==> config.mk <==
export PLATFORM = sky130hd
export DESIGN_NAME = tws_slave
export DESIGN_NICKNAME = d
export VERILOG_FILES = /design/src/core/tws_pkg.sv /design/src/core/tws_slave.sv /design/src/core/tws_sync.sv /design/src/core/tws_cond.sv
export SDC_FILE = /design/constraint.sdc
export NUM_CORES = 1
export LEC_CHECK = 0
export CORE_ASPECT_RATIO = 0.5
export CORE_MARGIN = 10
export CORE_UTILIZATION = 51
export CTS_BUF_LIST = sky130_fd_sc_hd__clkbuf_16
export DETAILED_ROUTE_END_ITERATION = 7
export DONT_BUFFER_PORTS = 1
export HOLD_SLACK_MARGIN = 0.08
export PLACE_DENSITY = 0.66
export SLEW_MARGIN = 20
export SYNTH_ARGS = -nofsm -noshare
export SYNTH_HDL_FRONTEND = slang
export SYNTH_SLANG_ARGS = --single-unit
==> constraint.sdc <==
create_clock -name clock -period 4.35 [get_ports clock]
set_input_delay 1.305 -clock clock [delete_from_list [all_inputs] [get_ports clock]]
set_output_delay 1.305 -clock clock [all_outputs]
set_load 0.005 [all_outputs]
==> src/core/tws_pkg.sv <==
// Shared constants, state codes and the state record of the two-wire slave.
// Assumes a 25 MHz system clock; no other package is needed.
package tws_pkg;

  typedef logic [7:0] tws_byte_t;

  // Clock and bus rates
  localparam int CLK_PERIOD_NS = 40;
  localparam int STD_RATE_KHZ = 100;
  localparam int FAST_RATE_KHZ = 400;
  // Shortest SCL high phase at the fast rate; sampling latency must fit
  localparam int FAST_HIGH_NS = 600;
  localparam int FAST_HIGH_CYC = FAST_HIGH_NS / CLK_PERIOD_NS;
  // Shortest SCL low phase at the fast rate; drive changes land inside it
  localparam int FAST_LOW_NS = 1300;
  localparam int FAST_LOW_CYC = FAST_LOW_NS / CLK_PERIOD_NS;
  // Internal SDA hold after SCL falls, least time rounded up
  localparam int HOLD_NS = 300;
  localparam int HOLD_CYC = (HOLD_NS + CLK_PERIOD_NS - 1) / CLK_PERIOD_NS;
  localparam logic [3:0] HOLD_CNT = 4'(HOLD_CYC);

  // Control byte layout
  localparam int CTRL_TYPE_MSB = 7;
  localparam int CTRL_TYPE_LSB = 4;
  localparam int CTRL_SEL_MSB = 3;
  localparam int CTRL_SEL_LSB = 1;
  localparam int CTRL_DIR_BIT = 0;
  // Device type code; value is arbitrary
  localparam logic [3:0] TWS_TYPE_CODE = 4'h6;
  localparam logic [3:0] BYTE_BITS = 4'h8;

  // Pin synchroniser reset: bus idle high, write protect asserted
  localparam logic [5:0] SYNC_RST = 6'h3f;

  typedef enum logic [6:0] {
    TWS_IDLE = 7'h01,
    TWS_CTRL = 7'h02,
    TWS_CACK = 7'h04,
    TWS_RX   = 7'h08,
    TWS_RACK = 7'h10,
    TWS_TX   = 7'h20,
    TWS_TACK = 7'h40
  } tws_state_t;

  typedef struct packed {
    tws_state_t state;
    tws_byte_t shift;
    logic [3:0] bitcnt;
    logic dir;
    logic first;
    logic mack;
    logic [3:0] hold;
    logic oe;
    logic busy;
    tws_byte_t rx_data;
    logic rx_valid;
    logic rx_first;
    logic blocked;
    logic tx_take;
    logic start_p;
    logic stop_p;
  } tws_st_t;

  localparam tws_st_t TWS_ST_RST = '{
    state: TWS_IDLE, shift: 8'h00, bitcnt: 4'h0, dir: 1'b0, first: 1'b0,
    mack: 1'b0, hold: 4'h0, oe: 1'b0, busy: 1'b0, rx_data: 8'h00,
    rx_valid: 1'b0, rx_first: 1'b0, blocked: 1'b0, tx_take: 1'b0,
    start_p: 1'b0, stop_p: 1'b0};

endpackage

==> src/core/tws_slave.sv <==
// Two-wire slave port: framing, control byte match, shifting, acknowledge.
// Assumes raw SCL/SDA pin levels and an external open-drain pad driver.
`timescale 1ns/1ps
module tws_slave (
  // Clock and reset
  input wire logic clock,
  input wire logic sys_rst,
  // Two-wire bus pins
  input wire logic scl,
  input wire logic sda_in,
  output logic sda_out,
  output logic sda_oe,
  // Straps and write protect
  input wire logic select_strap_bit0,
  input wire logic select_strap_bit1,
  input wire logic select_strap_bit2,
  input wire logic write_protect,
  // Received bytes
  output tws_pkg::tws_byte_t rx_data,
  output logic rx_valid,
  output logic rx_first,
  output logic wr_blocked,
  // Bytes to send
  input wire tws_pkg::tws_byte_t tx_data,
  output logic tx_take,
  // Bus status
  output logic start_seen,
  output logic stop_seen,
  output logic bus_busy,
  output logic addressed,
  output logic read_mode
);
  import tws_pkg::*;

  logic [5:0] pins;
  logic [5:0] pins_s;
  logic scl_s;
  logic sda_s;
  logic wp_s;
  logic [2:0] strap_s;
  logic scl_rise;
  logic scl_fall;
  logic start;
  logic stop;
  tws_st_t r;
  tws_st_t nxt;

  // Control byte decode: type code and select bits
  function automatic logic ctrl_match(input tws_byte_t b,
                                      input logic [2:0] sel);
    logic type_ok;
    logic sel_ok;
    type_ok = b[CTRL_TYPE_MSB:CTRL_TYPE_LSB] == TWS_TYPE_CODE;
    sel_ok = b[CTRL_SEL_MSB:CTRL_SEL_LSB] == sel;
    return type_ok & sel_ok;
  endfunction

  // What the pad should do once the hold time after SCL fall expires
  function automatic logic drive_want(input tws_state_t s,
                                      input tws_byte_t sh);
    logic want;
    case (s)
      TWS_CACK: want = 1'b1;
      TWS_RACK: want = 1'b1;
      TWS_TX: want = ~sh[7];
      default: want = 1'b0;
    endcase
    return want;
  endfunction

  // Write protect resets high; after reset the synchronised pin level alone decides
  assign pins = {write_protect, select_strap_bit2, select_strap_bit1,
                 select_strap_bit0, sda_in, scl};

  tws_sync #(
    .W(6),
    .RST(SYNC_RST)
  ) u_sync (
    .clock(clock),
    .sys_rst(sys_rst),
    .pin(pins),
    .level(pins_s)
  );

  assign scl_s = pins_s[0];
  assign sda_s = pins_s[1];
  assign strap_s = pins_s[4:2];
  assign wp_s = pins_s[5];

  // Latency from pin to event is two clocks, well inside the
  // shortest fast-mode high phase, so sampling stays in the window
  tws_cond u_cond (
    .clock(clock),
    .sys_rst(sys_rst),
    .scl_s(scl_s),
    .sda_s(sda_s),
    .scl_rise(scl_rise),
    .scl_fall(scl_fall),
    .start(start),
    .stop(stop)
  );

  always_comb begin
    nxt = r;
    nxt.rx_valid = 1'b0;
    nxt.blocked = 1'b0;
    nxt.tx_take = 1'b0;
    nxt.start_p = 1'b0;
    nxt.stop_p = 1'b0;

    // Drive changes wait out the hold time, then land in SCL low
    if (r.hold != 4'h0) begin
      nxt.hold = r.hold - 4'h1;
      if (r.hold == 4'h1) begin
        nxt.oe = drive_want(r.state, r.shift);
      end
    end

    if (start) begin
      // Also a repeated start: any transfer in flight is dropped
      nxt.state = TWS_CTRL;
      nxt.bitcnt = 4'h0;
      nxt.shift = 8'h00;
      nxt.first = 1'b0;
      nxt.mack = 1'b0;
      nxt.oe = 1'b0;
      nxt.hold = 4'h0;
      nxt.busy = 1'b1;
      nxt.start_p = 1'b1;
    end else if (stop) begin
      nxt.state = TWS_IDLE;
      nxt.bitcnt = 4'h0;
      nxt.oe = 1'b0;
      nxt.hold = 4'h0;
      nxt.busy = 1'b0;
      nxt.stop_p = 1'b1;
    end else if (scl_rise) begin
      case (r.state)
        TWS_CTRL: begin
          // Bits arrive most significant first
          nxt.shift = {r.shift[6:0], sda_s};
          nxt.bitcnt = r.bitcnt + 4'h1;
        end
        TWS_RX: begin
          nxt.shift = {r.shift[6:0], sda_s};
          nxt.bitcnt = r.bitcnt + 4'h1;
        end
        TWS_TX: begin
          nxt.bitcnt = r.bitcnt + 4'h1;
        end
        TWS_TACK: begin
          // Low on the ninth pulse means the master wants more
          nxt.mack = ~sda_s;
        end
        default: begin
        end
      endcase
    end else if (scl_fall) begin
      nxt.hold = HOLD_CNT;
      case (r.state)
        TWS_CTRL: begin
          if (r.bitcnt == BYTE_BITS) begin
            if (ctrl_match(r.shift, strap_s)) begin
              nxt.state = TWS_CACK;
              nxt.dir = r.shift[CTRL_DIR_BIT];
            end else begin
              // Not ours: silent until the next start
              nxt.state = TWS_IDLE;
            end
          end
        end
        TWS_CACK: begin
          nxt.bitcnt = 4'h0;
          if (r.dir) begin
            nxt.state = TWS_TX;
            nxt.shift = tx_data;
            nxt.tx_take = 1'b1;
          end else begin
            nxt.state = TWS_RX;
            nxt.first = 1'b1;
          end
        end
        TWS_RX: begin
          if (r.bitcnt == BYTE_BITS) begin
            // Byte is acknowledged even when protection drops it
            nxt.state = TWS_RACK;
            nxt.first = 1'b0;
            if (wp_s) begin
              nxt.blocked = 1'b1;
            end else begin
              nxt.rx_valid = 1'b1;
              nxt.rx_data = r.shift;
              nxt.rx_first = r.first;
            end
          end
        end
        TWS_RACK: begin
          // No byte ceiling: the master ends with stop or start
          nxt.state = TWS_RX;
          nxt.bitcnt = 4'h0;
        end
        TWS_TX: begin
          if (r.bitcnt == BYTE_BITS) begin
            nxt.state = TWS_TACK;
            nxt.mack = 1'b0;
          end else begin
            nxt.shift = {r.shift[6:0], 1'b0};
          end
        end
        TWS_TACK: begin
          if (r.mack) begin
            nxt.state = TWS_TX;
            nxt.shift = tx_data;
            nxt.tx_take = 1'b1;
            nxt.bitcnt = 4'h0;
          end else begin
            // Line left released so the master can stop
            nxt.state = TWS_IDLE;
          end
        end
        default: begin
        end
      endcase
    end
  end

  always_ff @(posedge clock or posedge sys_rst) begin
    if (sys_rst) begin
      r <= TWS_ST_RST;
    end else begin
      r <= nxt;
    end
  end

  // Open drain: the pad only ever pulls low
  assign sda_out = 1'b0;
  assign sda_oe = r.oe;
  // Protection only gates bus writes; nothing else here is held off
  assign rx_data = r.rx_data;
  assign rx_valid = r.rx_valid;
  assign rx_first = r.rx_first;
  assign wr_blocked = r.blocked;
  assign tx_take = r.tx_take;
  assign start_seen = r.start_p;
  assign stop_seen = r.stop_p;
  assign bus_busy = r.busy;
  assign addressed = (r.state != TWS_IDLE) && (r.state != TWS_CTRL);
  assign read_mode = r.dir & addressed;
endmodule

==> src/core/tws_sync.sv <==
// Two-flop synchronisers for asynchronous pin levels.
// Assumes inputs from outside the clock domain; reset value per bit.
`timescale 1ns/1ps
module tws_sync #(
  parameter int W = 6,
  parameter logic [W-1:0] RST = '0
) (
  // Clock and reset
  input wire logic clock,
  input wire logic sys_rst,
  // Pins in, synchronised levels out
  input wire logic [W-1:0] pin,
  output logic [W-1:0] level
);
  logic [W-1:0] meta_r;

  // First stage feeds only the second stage
  for (genvar i = 0; i < W; i++) begin : g_bit
    always_ff @(posedge clock or posedge sys_rst) begin
      if (sys_rst) begin
        meta_r[i] <= RST[i];
        level[i] <= RST[i];
      end else begin
        meta_r[i] <= pin[i];
        level[i] <= meta_r[i];
      end
    end
  end
endmodule

==> src/core/tws_cond.sv <==
// Bus event detector: SCL edges, START and STOP from synchronised lines.
// Assumes both inputs are already in the clock domain.
`timescale 1ns/1ps
module tws_cond (
  // Clock and reset
  input wire logic clock,
  input wire logic sys_rst,
  // Synchronised bus levels
  input wire logic scl_s,
  input wire logic sda_s,
  // One-cycle events
  output logic scl_rise,
  output logic scl_fall,
  output logic start,
  output logic stop
);
  logic scl_q_r;
  logic sda_q_r;

  always_ff @(posedge clock or posedge sys_rst) begin
    if (sys_rst) begin
      scl_q_r <= 1'b1;
      sda_q_r <= 1'b1;
    end else begin
      scl_q_r <= scl_s;
      sda_q_r <= sda_s;
    end
  end

  assign scl_rise = scl_s & ~scl_q_r;
  assign scl_fall = ~scl_s & scl_q_r;
  // SDA moving while SCL stays high is a control condition
  assign start = scl_s & scl_q_r & sda_q_r & ~sda_s;
  assign stop = scl_s & scl_q_r & ~sda_q_r & sda_s;
endmodule

==> results of run 1 <==
area by class of cell:
cell class	instances	area share, %
flip-flops and latches	56	46.2
multi-input cells	185	43.7
clock buffers	5	4.07
well taps	73	2.97
inverters	15	1.87
clock inverters	3	0.732
repair buffers	2	0.488
sequential cells by signal, indices dropped and copies added (netlist names):
name	cells
rx_first	1
u_sync.meta_r	6
u_cond.sda_q_r	1
tx_take	1
sda_oe	1
wr_blocked	1
bus_busy	1
u_cond.scl_q_r	1
stop_seen	1
start_seen	1
rx_data	8
u_sync.level	6
rx_valid	1
r	26
per-stage QoR:
| stage | worst slack, ns | instances | utilization (%) | area (um^2) |
|---|---|---|---|---|
| detailed placement | 1.84 | 331 | 52.9 | 2930 |
| global placement | 1.84 | 331 | 52.9 | 2930 |
| global route | 1.40 | 339 | 55.5 | 3080 |
| CTS | 1.52 | 339 | 55.5 | 3080 |
| floorplan | 1.70 | 276 | - | 2940 |
| finish | 1.54 | 339 | 55.5 | 3080 |
final timing paths:
check	from	endpoint	slack, ns	cells after the start
max	r[40]$_DFFE_PP0P_	read_mode	1.54	3
min	u_sync.meta_r[2]$_DFF_PP1_	u_sync.level[2]$_DFF_PP1_	0.36	0
max reg2reg	r[40]$_DFFE_PP0P_	r[28]$_DFFE_PP0P_	1.85	5
min reg2reg	u_sync.meta_r[2]$_DFF_PP1_	u_sync.level[2]$_DFF_PP1_	0.36	0
max in group asynchronous	sys_rst	rx_data[7]$_DFFE_PP0P_	2.72	2
min in group asynchronous	sys_rst	rx_data[1]$_DFFE_PP0P_	1.04	1
cells by family (layout without fill, tap and decap cells):
kind of cell | Yosys count | after routing | share of synthesized area (%)
other cells | 1 | 1 | 0.127
simple gates | 88 | 88 | 18.1
xor+xnor | 8 | 8 | 2.38
compound gates | 59 | 59 | 13.9
buf+inv | 35 | 25 | 6.04
flops | 56 | 56 | 48.3
fa+ha+maj | 7 | 7 | 2.98
mux | 22 | 22 | 8.25
synth_stat cells, types with 2 or more instances:
| cell | count |
|---|---|
| inv_1 | 15 |
| and2_1 | 3 |
| nor2_1 | 17 |
| mux2_2 | 18 |
| nand4_1 | 2 |
| nor4_2 | 2 |
| a21oi_1 | 8 |
| dfrtp_1 | 41 |
| nor3_1 | 6 |
| xnor2_1 | 3 |
| nand2_1 | 16 |
| clkbuf_1 | 6 |
| nor4_1 | 5 |
| a31oi_1 | 7 |
| nand3_1 | 8 |
| xor2_1 | 5 |
| o211ai_1 | 2 |
| nor2b_1 | 2 |
| ha_1 | 7 |
| o21ai_0 | 10 |
| a31o_2 | 3 |
| o31a_1 | 2 |
| dfstp_2 | 15 |
| nand2b_1 | 4 |
| buf_2 | 4 |
| buf_4 | 9 |
| nor3b_1 | 2 |
| or4_1 | 4 |
| a211oi_1 | 2 |
| a22oi_1 | 6 |
| a21boi_0 | 2 |
| nand3b_1 | 4 |
| and3_1 | 2 |
| mux2i_1 | 4 |
| o31ai_1 | 4 |
| a21o_2 | 2 |
metal layers:
| metal | global-route usage [%] | vias up |
|---|---|---|
| met1 | 19.5 | 1021 |
| met3 | 6.39 | 9 |
| li1 | - | 970 |
| met5 | 0 | - |
| met4 | 3.51 | 0 |
| met2 | 21.1 | 64 |
report_power, final:
| group | switching, uW | internal (uW) | leakage, uW |
|---|---|---|---|
| Sequential | 77.4 | 592 | 0.000710 |
| Combinational | 140 | 113 | 0.000559 |
| Clock | 194 | 216 | 0.0000742 |
==> impl_metrics.env, run 1 <==
export IMPL_outcome="finished, final reports clean"
export IMPL_synth_top_cell_area_share_pct=34.9
export IMPL_most_common_layout_cells="dfrtp_1 (41), mux2_2 (18), nor2_1 (17), nand2_1 (16), dfstp_2 (15)"
export IMPL_rsz0062_at_grt="false"
export IMPL_syn_area_um2=2940
export IMPL_gp_congestion=0.839
export IMPL_clkSlewWorstSetupHoldPaths_ns=0.07
export IMPL_antenna_left=0
export IMPL_min_path_type="flop to flop"
export IMPL_critPathSlowestCell="dfrtp_1"
export IMPL_coreArea_um2=5540
export IMPL_drtIter0Drc=112
export IMPL_drc=0
export IMPL_syn_area_per_cell_um2=10.7
export IMPL_whs_ns=0.357
export IMPL_critPathArrivalTime_ns=1.51
export IMPL_ys_ff_latch=56
export IMPL_wl_met3_um=558
export IMPL_crit_family="simple AND/OR/NAND/NOR gates"
export IMPL_clockRootBuffer="clkbuf_16"
export IMPL_power_uw=1330
export IMPL_fin_tns_setup_ns=0
export IMPL_max_slew_margin_pct=42.3
export IMPL_portBuffers=0
export IMPL_grt_pass1_wl_mm=10.8
export IMPL_cts_resized=0
export IMPL_syn_nets=299
export IMPL_viasPerCell=6.09
export IMPL_regArea_um2=1420
export IMPL_num_vias=2064
export IMPL_route_met2_wl_mm=2.85
export IMPL_hold_violations=0
export IMPL_worstPathCellList="nor3_1 > nand3_1 > and2_1"
export IMPL_ios=35
export IMPL_finalNetCount=288
export IMPL_htree_levels=2
export IMPL_max_cap_violations=0
export IMPL_worst_ep_required_time_ns=3.04
export IMPL_slew_violations=0
export IMPL_worstSetupPathType="flop to primary output"
export IMPL_cts_hold_buf=0
export IMPL_start_util_pct=53.1
export IMPL_grt_usage_pct=14.6
export IMPL_routed_wl_mm=6.46
export IMPL_clock_path_buffers=2
export IMPL_diodes=0
export IMPL_routed_top_layer="met4"
export IMPL_tightest_slew_ns=0.864
export IMPL_power_density_nw_per_um2=433
export IMPL_leakage_uw=0.00134
export IMPL_yosysSeqAreaShare_pct=48.3
export IMPL_synthCells=276
export IMPL_final_layout_size_suffix_gt1_share_pct=22.2
export IMPL_synth_async_reset_ratio_pct=100
export IMPL_synth_ff_type="dfrtp_1"
export IMPL_post_cts_buffers=0
export IMPL_cts_sinks=56
export IMPL_placement_rows=19
export IMPL_hpwlAfterDp_mm=4.69
export IMPL_path_buf_inv=0
export IMPL_cts_tree="done"
export IMPL_synth_edf_count=0
export IMPL_startpoint_type="flop"
export IMPL_die_area_um2=9390
export IMPL_synth_area_leaders="dfrtp_1 (35%), dfstp_2 (13%), mux2_2 (6.9%), ha_1 (3.0%), buf_4 (2.3%)"
export IMPL_cts_buffers=5
export IMPL_finalSetupViolations=0
export IMPL_grt_max_degree=54
export IMPL_peakVddDrop_v=0.000289
export IMPL_die_x_um=127
export IMPL_gr_total_overflow=0
export IMPL_wl_per_cell_um=19.1
export IMPL_multi_input_area_um2=1350
export IMPL_clk_latency_ns=0.30
export IMPL_final_common_cell="dfrtp_1"
export IMPL_synthDistinctLibCells=60
export IMPL_drtPass1Iterations=4
export IMPL_fin_crit_ns=2.81
export IMPL_crit_path_end_kind="primary output"
export IMPL_die_height_um=73.7
export IMPL_fmax_mhz=356
export IMPL_cp_max_fo=10
export IMPL_fill_cells=481
export IMPL_met1_length_mm=2.97
export IMPL_grt_pass1_vias=2086
export IMPL_antenna_found_initial=0
export IMPL_syn_to_final_growth_pct=4.55
export IMPL_yosys_warnings=0
export IMPL_fin_skew_ns=0.00548
export IMPL_synth_largest_area_cell="dfrtp_1"
export IMPL_fin_crit_sh_pct=64.6
export IMPL_max_stage_delay_ns=0.50
No activity file was read; power rests on OpenSTA's default activity.
==> run 2, diff against run 1 <==
--- a/config.mk
+++ b/config.mk
@@ -12,7 +12,7 @@
 export DETAILED_ROUTE_END_ITERATION = 7
 export DONT_BUFFER_PORTS = 1
 export HOLD_SLACK_MARGIN = 0.08
-export PLACE_DENSITY = 0.66
+export PLACE_DENSITY = 0.69
 export SLEW_MARGIN = 20
 export SYNTH_ARGS = -nofsm -noshare
 export SYNTH_HDL_FRONTEND = slang
==> constraint.sdc (replaced) <==
create_clock -name clock -period 2.35 [get_ports clock]
set_input_delay 0.705 -clock clock [delete_from_list [all_inputs] [get_ports clock]]
set_output_delay 0.705 -clock clock [all_outputs]
set_load 0.005 [all_outputs]
==> impl_metrics.env, run 2 (same netlist as run 1, synthesis figures left out) <==
export IMPL_max_slew_margin_pct=47.7
export IMPL_htree_levels=2
export IMPL_cts_tree="done"
export IMPL_hpwlAfterDp_mm=4.99
export IMPL_drc=0
export IMPL_grt_pass1_wl_mm=11.1
export IMPL_fin_crit_ns=2.21
export IMPL_min_path_type="input port to asynchronous set/reset pin"
export IMPL_viasPerCell=5.96
export IMPL_post_cts_buffers=0
export IMPL_antenna_left=0
export IMPL_finalNetCount=306
export IMPL_clk_latency_ns=0.29
export IMPL_gr_total_overflow=0
export IMPL_placement_rows=19
export IMPL_final_common_cell="dfrtp_1"
export IMPL_grt_usage_pct=14.6
export IMPL_max_cap_violations=0
export IMPL_most_common_layout_cells="dfrtp_1 (41), buf_4 (20), mux2_2 (18), nor2_1 (17), nand2_1 (16)"
export IMPL_hold_violations=0
export IMPL_final_cell_area_um2=3220
export IMPL_leakage_uw=0.00144
export IMPL_critPathSlowestCell="dfstp_2"
export IMPL_tightest_slew_ns=0.779
export IMPL_gp_congestion=0.895
export IMPL_place_inst=349
export IMPL_outcome="finished, final reports clean"
export IMPL_clkSlewWorstSetupHoldPaths_ns=0.08
export IMPL_switchingPower_uw=775
export IMPL_fin_skew_ns=0.00581
export IMPL_routed_wl_mm=6.64
export IMPL_final_cells=357
export IMPL_setup_slack_ns=0.141
export IMPL_comb_power_share_pct=20.5
export IMPL_drtPass1Iterations=4
export IMPL_intPower_uw=1730
export IMPL_rsz0062_at_grt="false"
export IMPL_regMostFlops="r"
export IMPL_ios=35
export IMPL_cp_max_fo=11
export IMPL_max_stage_delay_ns=0.69
export IMPL_path_buf_inv=0
export IMPL_syn_to_final_growth_pct=9.27
export IMPL_crit_path_end_kind="primary output"
export IMPL_diodes=0
export IMPL_p_sw_share_pct=30.9
export IMPL_critPathArrivalTime_ns=1.50
export IMPL_power_density_nw_per_um2=779
export IMPL_portBuffers=0
export IMPL_clockRootBuffer="clkbuf_16"
export IMPL_largest_reg_flops=26
export IMPL_worst_ep_required_time_ns=1.64
export IMPL_antenna_found_initial=0
export IMPL_clock_path_buffers=2
export IMPL_post_route_util_pct=58.1
export IMPL_cts_hold_buf=0
export IMPL_grt_max_degree=21
export IMPL_drtIter0Drc=117
export IMPL_coreArea_um2=5540
export IMPL_cts_resized=0
export IMPL_num_vias=2127
export IMPL_die_x_um=127
export IMPL_cts_buffers=5
export IMPL_postPlaceCellArea_um2=3060
export IMPL_startpoint_type="flop"
export IMPL_p_seq_share_pct=49.2
export IMPL_wl_per_cell_um=18.6
export IMPL_post_place_ws_ns=0.146
export IMPL_fin_tns_setup_ns=0
export IMPL_worstSetupPathType="flop to primary output"
export IMPL_worstPathCellList="xor2_1 > nand3_1 > and2_1"
export IMPL_clkPwrFrac_pct=30.3
export IMPL_die_height_um=73.7
export IMPL_fmax_mhz=453
export IMPL_cts_sinks=56
export IMPL_slew_violations=0
export IMPL_peakVddDrop_v=0.000430
export IMPL_grt_pass1_vias=2137
export IMPL_die_area_um2=9390
export IMPL_final_layout_size_suffix_gt1_share_pct=27.5
export IMPL_finalSetupViolations=0
export IMPL_start_util_pct=53.1
export IMPL_crit_family="flip-flops"
export IMPL_fin_crit_sh_pct=94.0
## run 2: cell type report
cell class / count / area, um^2
Sequential cell: 56 / 1420
Timing Repair Buffer: 20 / 150
Multi-Input combinational cell: 185 / 1350
Inverter: 15 / 56.3
Clock buffer: 5 / 125
Fill cell: 478 / 2320
Tap cell: 73 / 91.3
Clock inverter: 3 / 22.5
## run 2: power by group through the flow
| stage | clock, uW | sequential, uW | combinational, uW |
|---|---|---|---|
| 2_1_floorplan | 0 | 1190 | 408 |
| 5_1_grt | 812 | 1260 | 580 |
| 3_5_place_dp | 0 | 1250 | 515 |
| 6_report | 759 | 1230 | 514 |
| 4_1_cts | 770 | 1230 | 518 |
| 3_3_place_gp | 0 | 1240 | 494 |
## run 2: worst paths after layout
| kind | start | to | slack [ns] | cells after the start |
|---|---|---|---|---|
| worst max-delay path | r[35]$_DFFE_PP1P_ | read_mode | 0.14 | 3 |
| worst min-delay path | sys_rst | r[21]$_DFFE_PP0P_ | 0.27 | 1 |
| worst max register to register | u_sync.level[0]$_DFF_PP1_ | r[27]$_DFFE_PP0P_ | 0.15 | 7 |
| worst min register to register | u_sync.meta_r[1]$_DFF_PP1_ | u_sync.level[1]$_DFF_PP1_ | 0.36 | 0 |
| max in group asynchronous | sys_rst | r[35]$_DFFE_PP1P_ | 1.41 | 2 |
| min in group clock | u_sync.meta_r[1]$_DFF_PP1_ | u_sync.level[1]$_DFF_PP1_ | 0.36 | 0 |
## run 2: per-stage QoR
step | total power (uW) | hold WS, ns
floorplan | 1600 | 0.345
global placement | 1730 | 0.345
detailed placement | 1760 | 0.347
CTS | 2520 | 0.280
global route | 2650 | 0.288
finish | 2510 | 0.274
## run 2: routing by layer
layer / GRT usage, % / vias to the layer above / share of wire, %
met5: 0 / - / 0
met4: 3.39 / 0 / 0.86
met3: 4.88 / 6 / 7.8
met2: 22.1 / 67 / 44
met1: 19.7 / 1052 / 47
li1: - / 1002 / -
==> run 3, diff against run 2 <==
--- a/config.mk
+++ b/config.mk
@@ -5,14 +5,16 @@
 export SDC_FILE = /design/constraint.sdc
 export NUM_CORES = 1
 export LEC_CHECK = 0
+export CELL_PAD_IN_SITES_DETAIL_PLACEMENT = 0
+export CELL_PAD_IN_SITES_GLOBAL_PLACEMENT = 1
 export CORE_ASPECT_RATIO = 0.5
 export CORE_MARGIN = 10
-export CORE_UTILIZATION = 51
+export CORE_UTILIZATION = 45
 export CTS_BUF_LIST = sky130_fd_sc_hd__clkbuf_16
 export DETAILED_ROUTE_END_ITERATION = 7
 export DONT_BUFFER_PORTS = 1
 export HOLD_SLACK_MARGIN = 0.08
-export PLACE_DENSITY = 0.69
+export PLACE_DENSITY_LB_ADDON = 0.1
 export SLEW_MARGIN = 20
 export SYNTH_ARGS = -nofsm -noshare
 export SYNTH_HDL_FRONTEND = slang
==> impl_metrics.env, run 3 (same netlist as run 1, synthesis figures left out) <==
export IMPL_viasPerCell=5.72
export IMPL_grt_usage_pct=13.9
export IMPL_max_stage_delay_ns=0.57
export IMPL_htree_levels=2
export IMPL_clkPwrFrac_pct=29.6
export IMPL_die_area_um2=10400
export IMPL_leakage_uw=0.00144
export IMPL_max_slew_margin_pct=53.8
export IMPL_worstSetupPathType="flop to flop"
export IMPL_cp_max_fo=11
export IMPL_grt_pass1_vias=2141
export IMPL_peakVddDrop_v=0.000406
export IMPL_drtPass1Iterations=4
export IMPL_outcome="finished, final reports clean"
export IMPL_wl_per_cell_um=19.0
export IMPL_final_cell_area_um2=3270
export IMPL_regMostFlops="r"
export IMPL_final_layout_size_suffix_gt1_share_pct=28.1
export IMPL_slew_violations=0
export IMPL_comb_power_share_pct=21.6
export IMPL_tightest_slew_ns=0.693
export IMPL_crit_family="compound AO/OA/AOI/OAI gates"
export IMPL_antenna_left=0
export IMPL_largest_reg_flops=26
export IMPL_startpoint_type="flop"
export IMPL_coreArea_um2=6210
export IMPL_drtIter0Drc=185
export IMPL_clk_latency_ns=0.30
export IMPL_die_x_um=134
export IMPL_fill_cells=593
export IMPL_num_vias=2133
export IMPL_clockRootBuffer="clkbuf_16"
export IMPL_die_height_um=77.2
export IMPL_postPlaceCellArea_um2=3110
export IMPL_cts_sinks=56
export IMPL_final_common_cell="dfrtp_1"
export IMPL_most_common_layout_cells="dfrtp_1 (41), buf_4 (19), mux2_2 (18), nor2_1 (17), nand2_1 (16)"
export IMPL_post_route_util_pct=52.7
export IMPL_finalSetupViolations=0
export IMPL_fin_tns_setup_ns=0
export IMPL_gp_congestion=0.860
export IMPL_switchingPower_uw=798
export IMPL_fin_crit_ns=2.23
export IMPL_clock_path_buffers=2
export IMPL_max_cap_violations=0
export IMPL_grt_max_degree=27
export IMPL_critPathSlowestCell="dfstp_2"
export IMPL_cts_buffers=5
export IMPL_power_density_nw_per_um2=774
export IMPL_crit_path_end_kind="flop"
export IMPL_rsz0062_at_grt="false"
export IMPL_worst_ep_required_time_ns=2.54
export IMPL_fin_crit_sh_pct=94.8
export IMPL_min_path_type="input port to asynchronous set/reset pin"
export IMPL_hold_violations=0
export IMPL_hpwlAfterDp_mm=5.30
export IMPL_diodes=0
export IMPL_gr_total_overflow=0
export IMPL_post_cts_buffers=0
export IMPL_critPathArrivalTime_ns=2.41
export IMPL_routed_wl_mm=7.08
export IMPL_placement_rows=20
export IMPL_finalNetCount=307
export IMPL_fmax_mhz=449
export IMPL_fin_skew_ns=0.00887
export IMPL_syn_to_final_growth_pct=11.2
export IMPL_path_buf_inv=1
export IMPL_antenna_found_initial=0
export IMPL_drc=0
export IMPL_ios=35
export IMPL_p_sw_share_pct=31.5
export IMPL_clkSlewWorstSetupHoldPaths_ns=0.08
export IMPL_intPower_uw=1730
export IMPL_cts_tree="done"
export IMPL_p_seq_share_pct=48.7
export IMPL_portBuffers=0
export IMPL_grt_pass1_wl_mm=11.7
export IMPL_worstPathCellList="ha_2 > nor2_1 > a31oi_1 > o21ai_0 > a21oi_2 > buf_12 > mux2_2"
export IMPL_start_util_pct=47.4
[run 3: worst paths after layout]
kind,start,end,slack [ns],cells after the start
setup reg to reg,u_sync.level[0]$_DFF_PP1_,r[29]$_DFFE_PP0P_,0.12,7
hold reg to reg,u_sync.meta_r[0]$_DFF_PP1_,u_sync.level[0]$_DFF_PP1_,0.36,0
min in group clock,u_sync.meta_r[0]$_DFF_PP1_,u_sync.level[0]$_DFF_PP1_,0.36,0
hold / removal,sys_rst,r[27]$_DFFE_PP0P_,0.28,1
setup / recovery,u_sync.level[0]$_DFF_PP1_,r[29]$_DFFE_PP0P_,0.12,7
max in group asynchronous,sys_rst,r[35]$_DFFE_PP1P_,1.47,2
[run 3: area by class of cell]
cell class | count | area, um^2 | area share [%]
Inverter | 15 | 56.3 | 1.72
Clock buffer | 5 | 125 | 3.82
Clock inverter | 3 | 20.0 | 0.612
Timing Repair Buffer | 21 | 183 | 5.58
Sequential cell | 56 | 1420 | 43.4
Multi-Input combinational cell | 185 | 1360 | 41.5
Tap cell | 88 | 110 | 3.37
[run 3: metrics by stage]
| stage | power (uW) | worst slack, ns | hold WS, ns | cells |
|---|---|---|---|---|
| detailed placement | 1790 | 0.0567 | 0.348 | 365 |
| finish | 2530 | 0.123 | 0.282 | 373 |
| global route | 2680 | 0.00636 | 0.301 | 373 |
| floorplan | 1600 | 0.219 | 0.345 | 276 |
| global placement | 1770 | 0.0564 | 0.346 | 365 |
| CTS | 2550 | 0.00690 | 0.290 | 373 |
[run 3: timing repair]
| action | CTS | global route |
|---|---|---|
| resized for setup | 0 | 3 |
| endpoints found under the setup margin | 0 | 13 |
| hold buffers | 0 | 0 |
[run 3: routing by layer]
metal / vias up / share of wire (%) / track usage (%)
met4: 0 / 0.83 / 3.35
met5: - / 0 / 0
met3: 6 / 9.8 / 5.07
li1: 999 / - / -
met1: 1057 / 46 / 19.5
met2: 71 / 43 / 19.6
[run 3: power groups by stage]
stage | clock network [uW] | logic, uW | registers, uW
finish | 751 | 548 | 1230
global placement | 0 | 529 | 1240
detailed placement | 0 | 541 | 1250
CTS | 775 | 545 | 1230
global route | 816 | 606 | 1260
floorplan | 0 | 408 | 1190
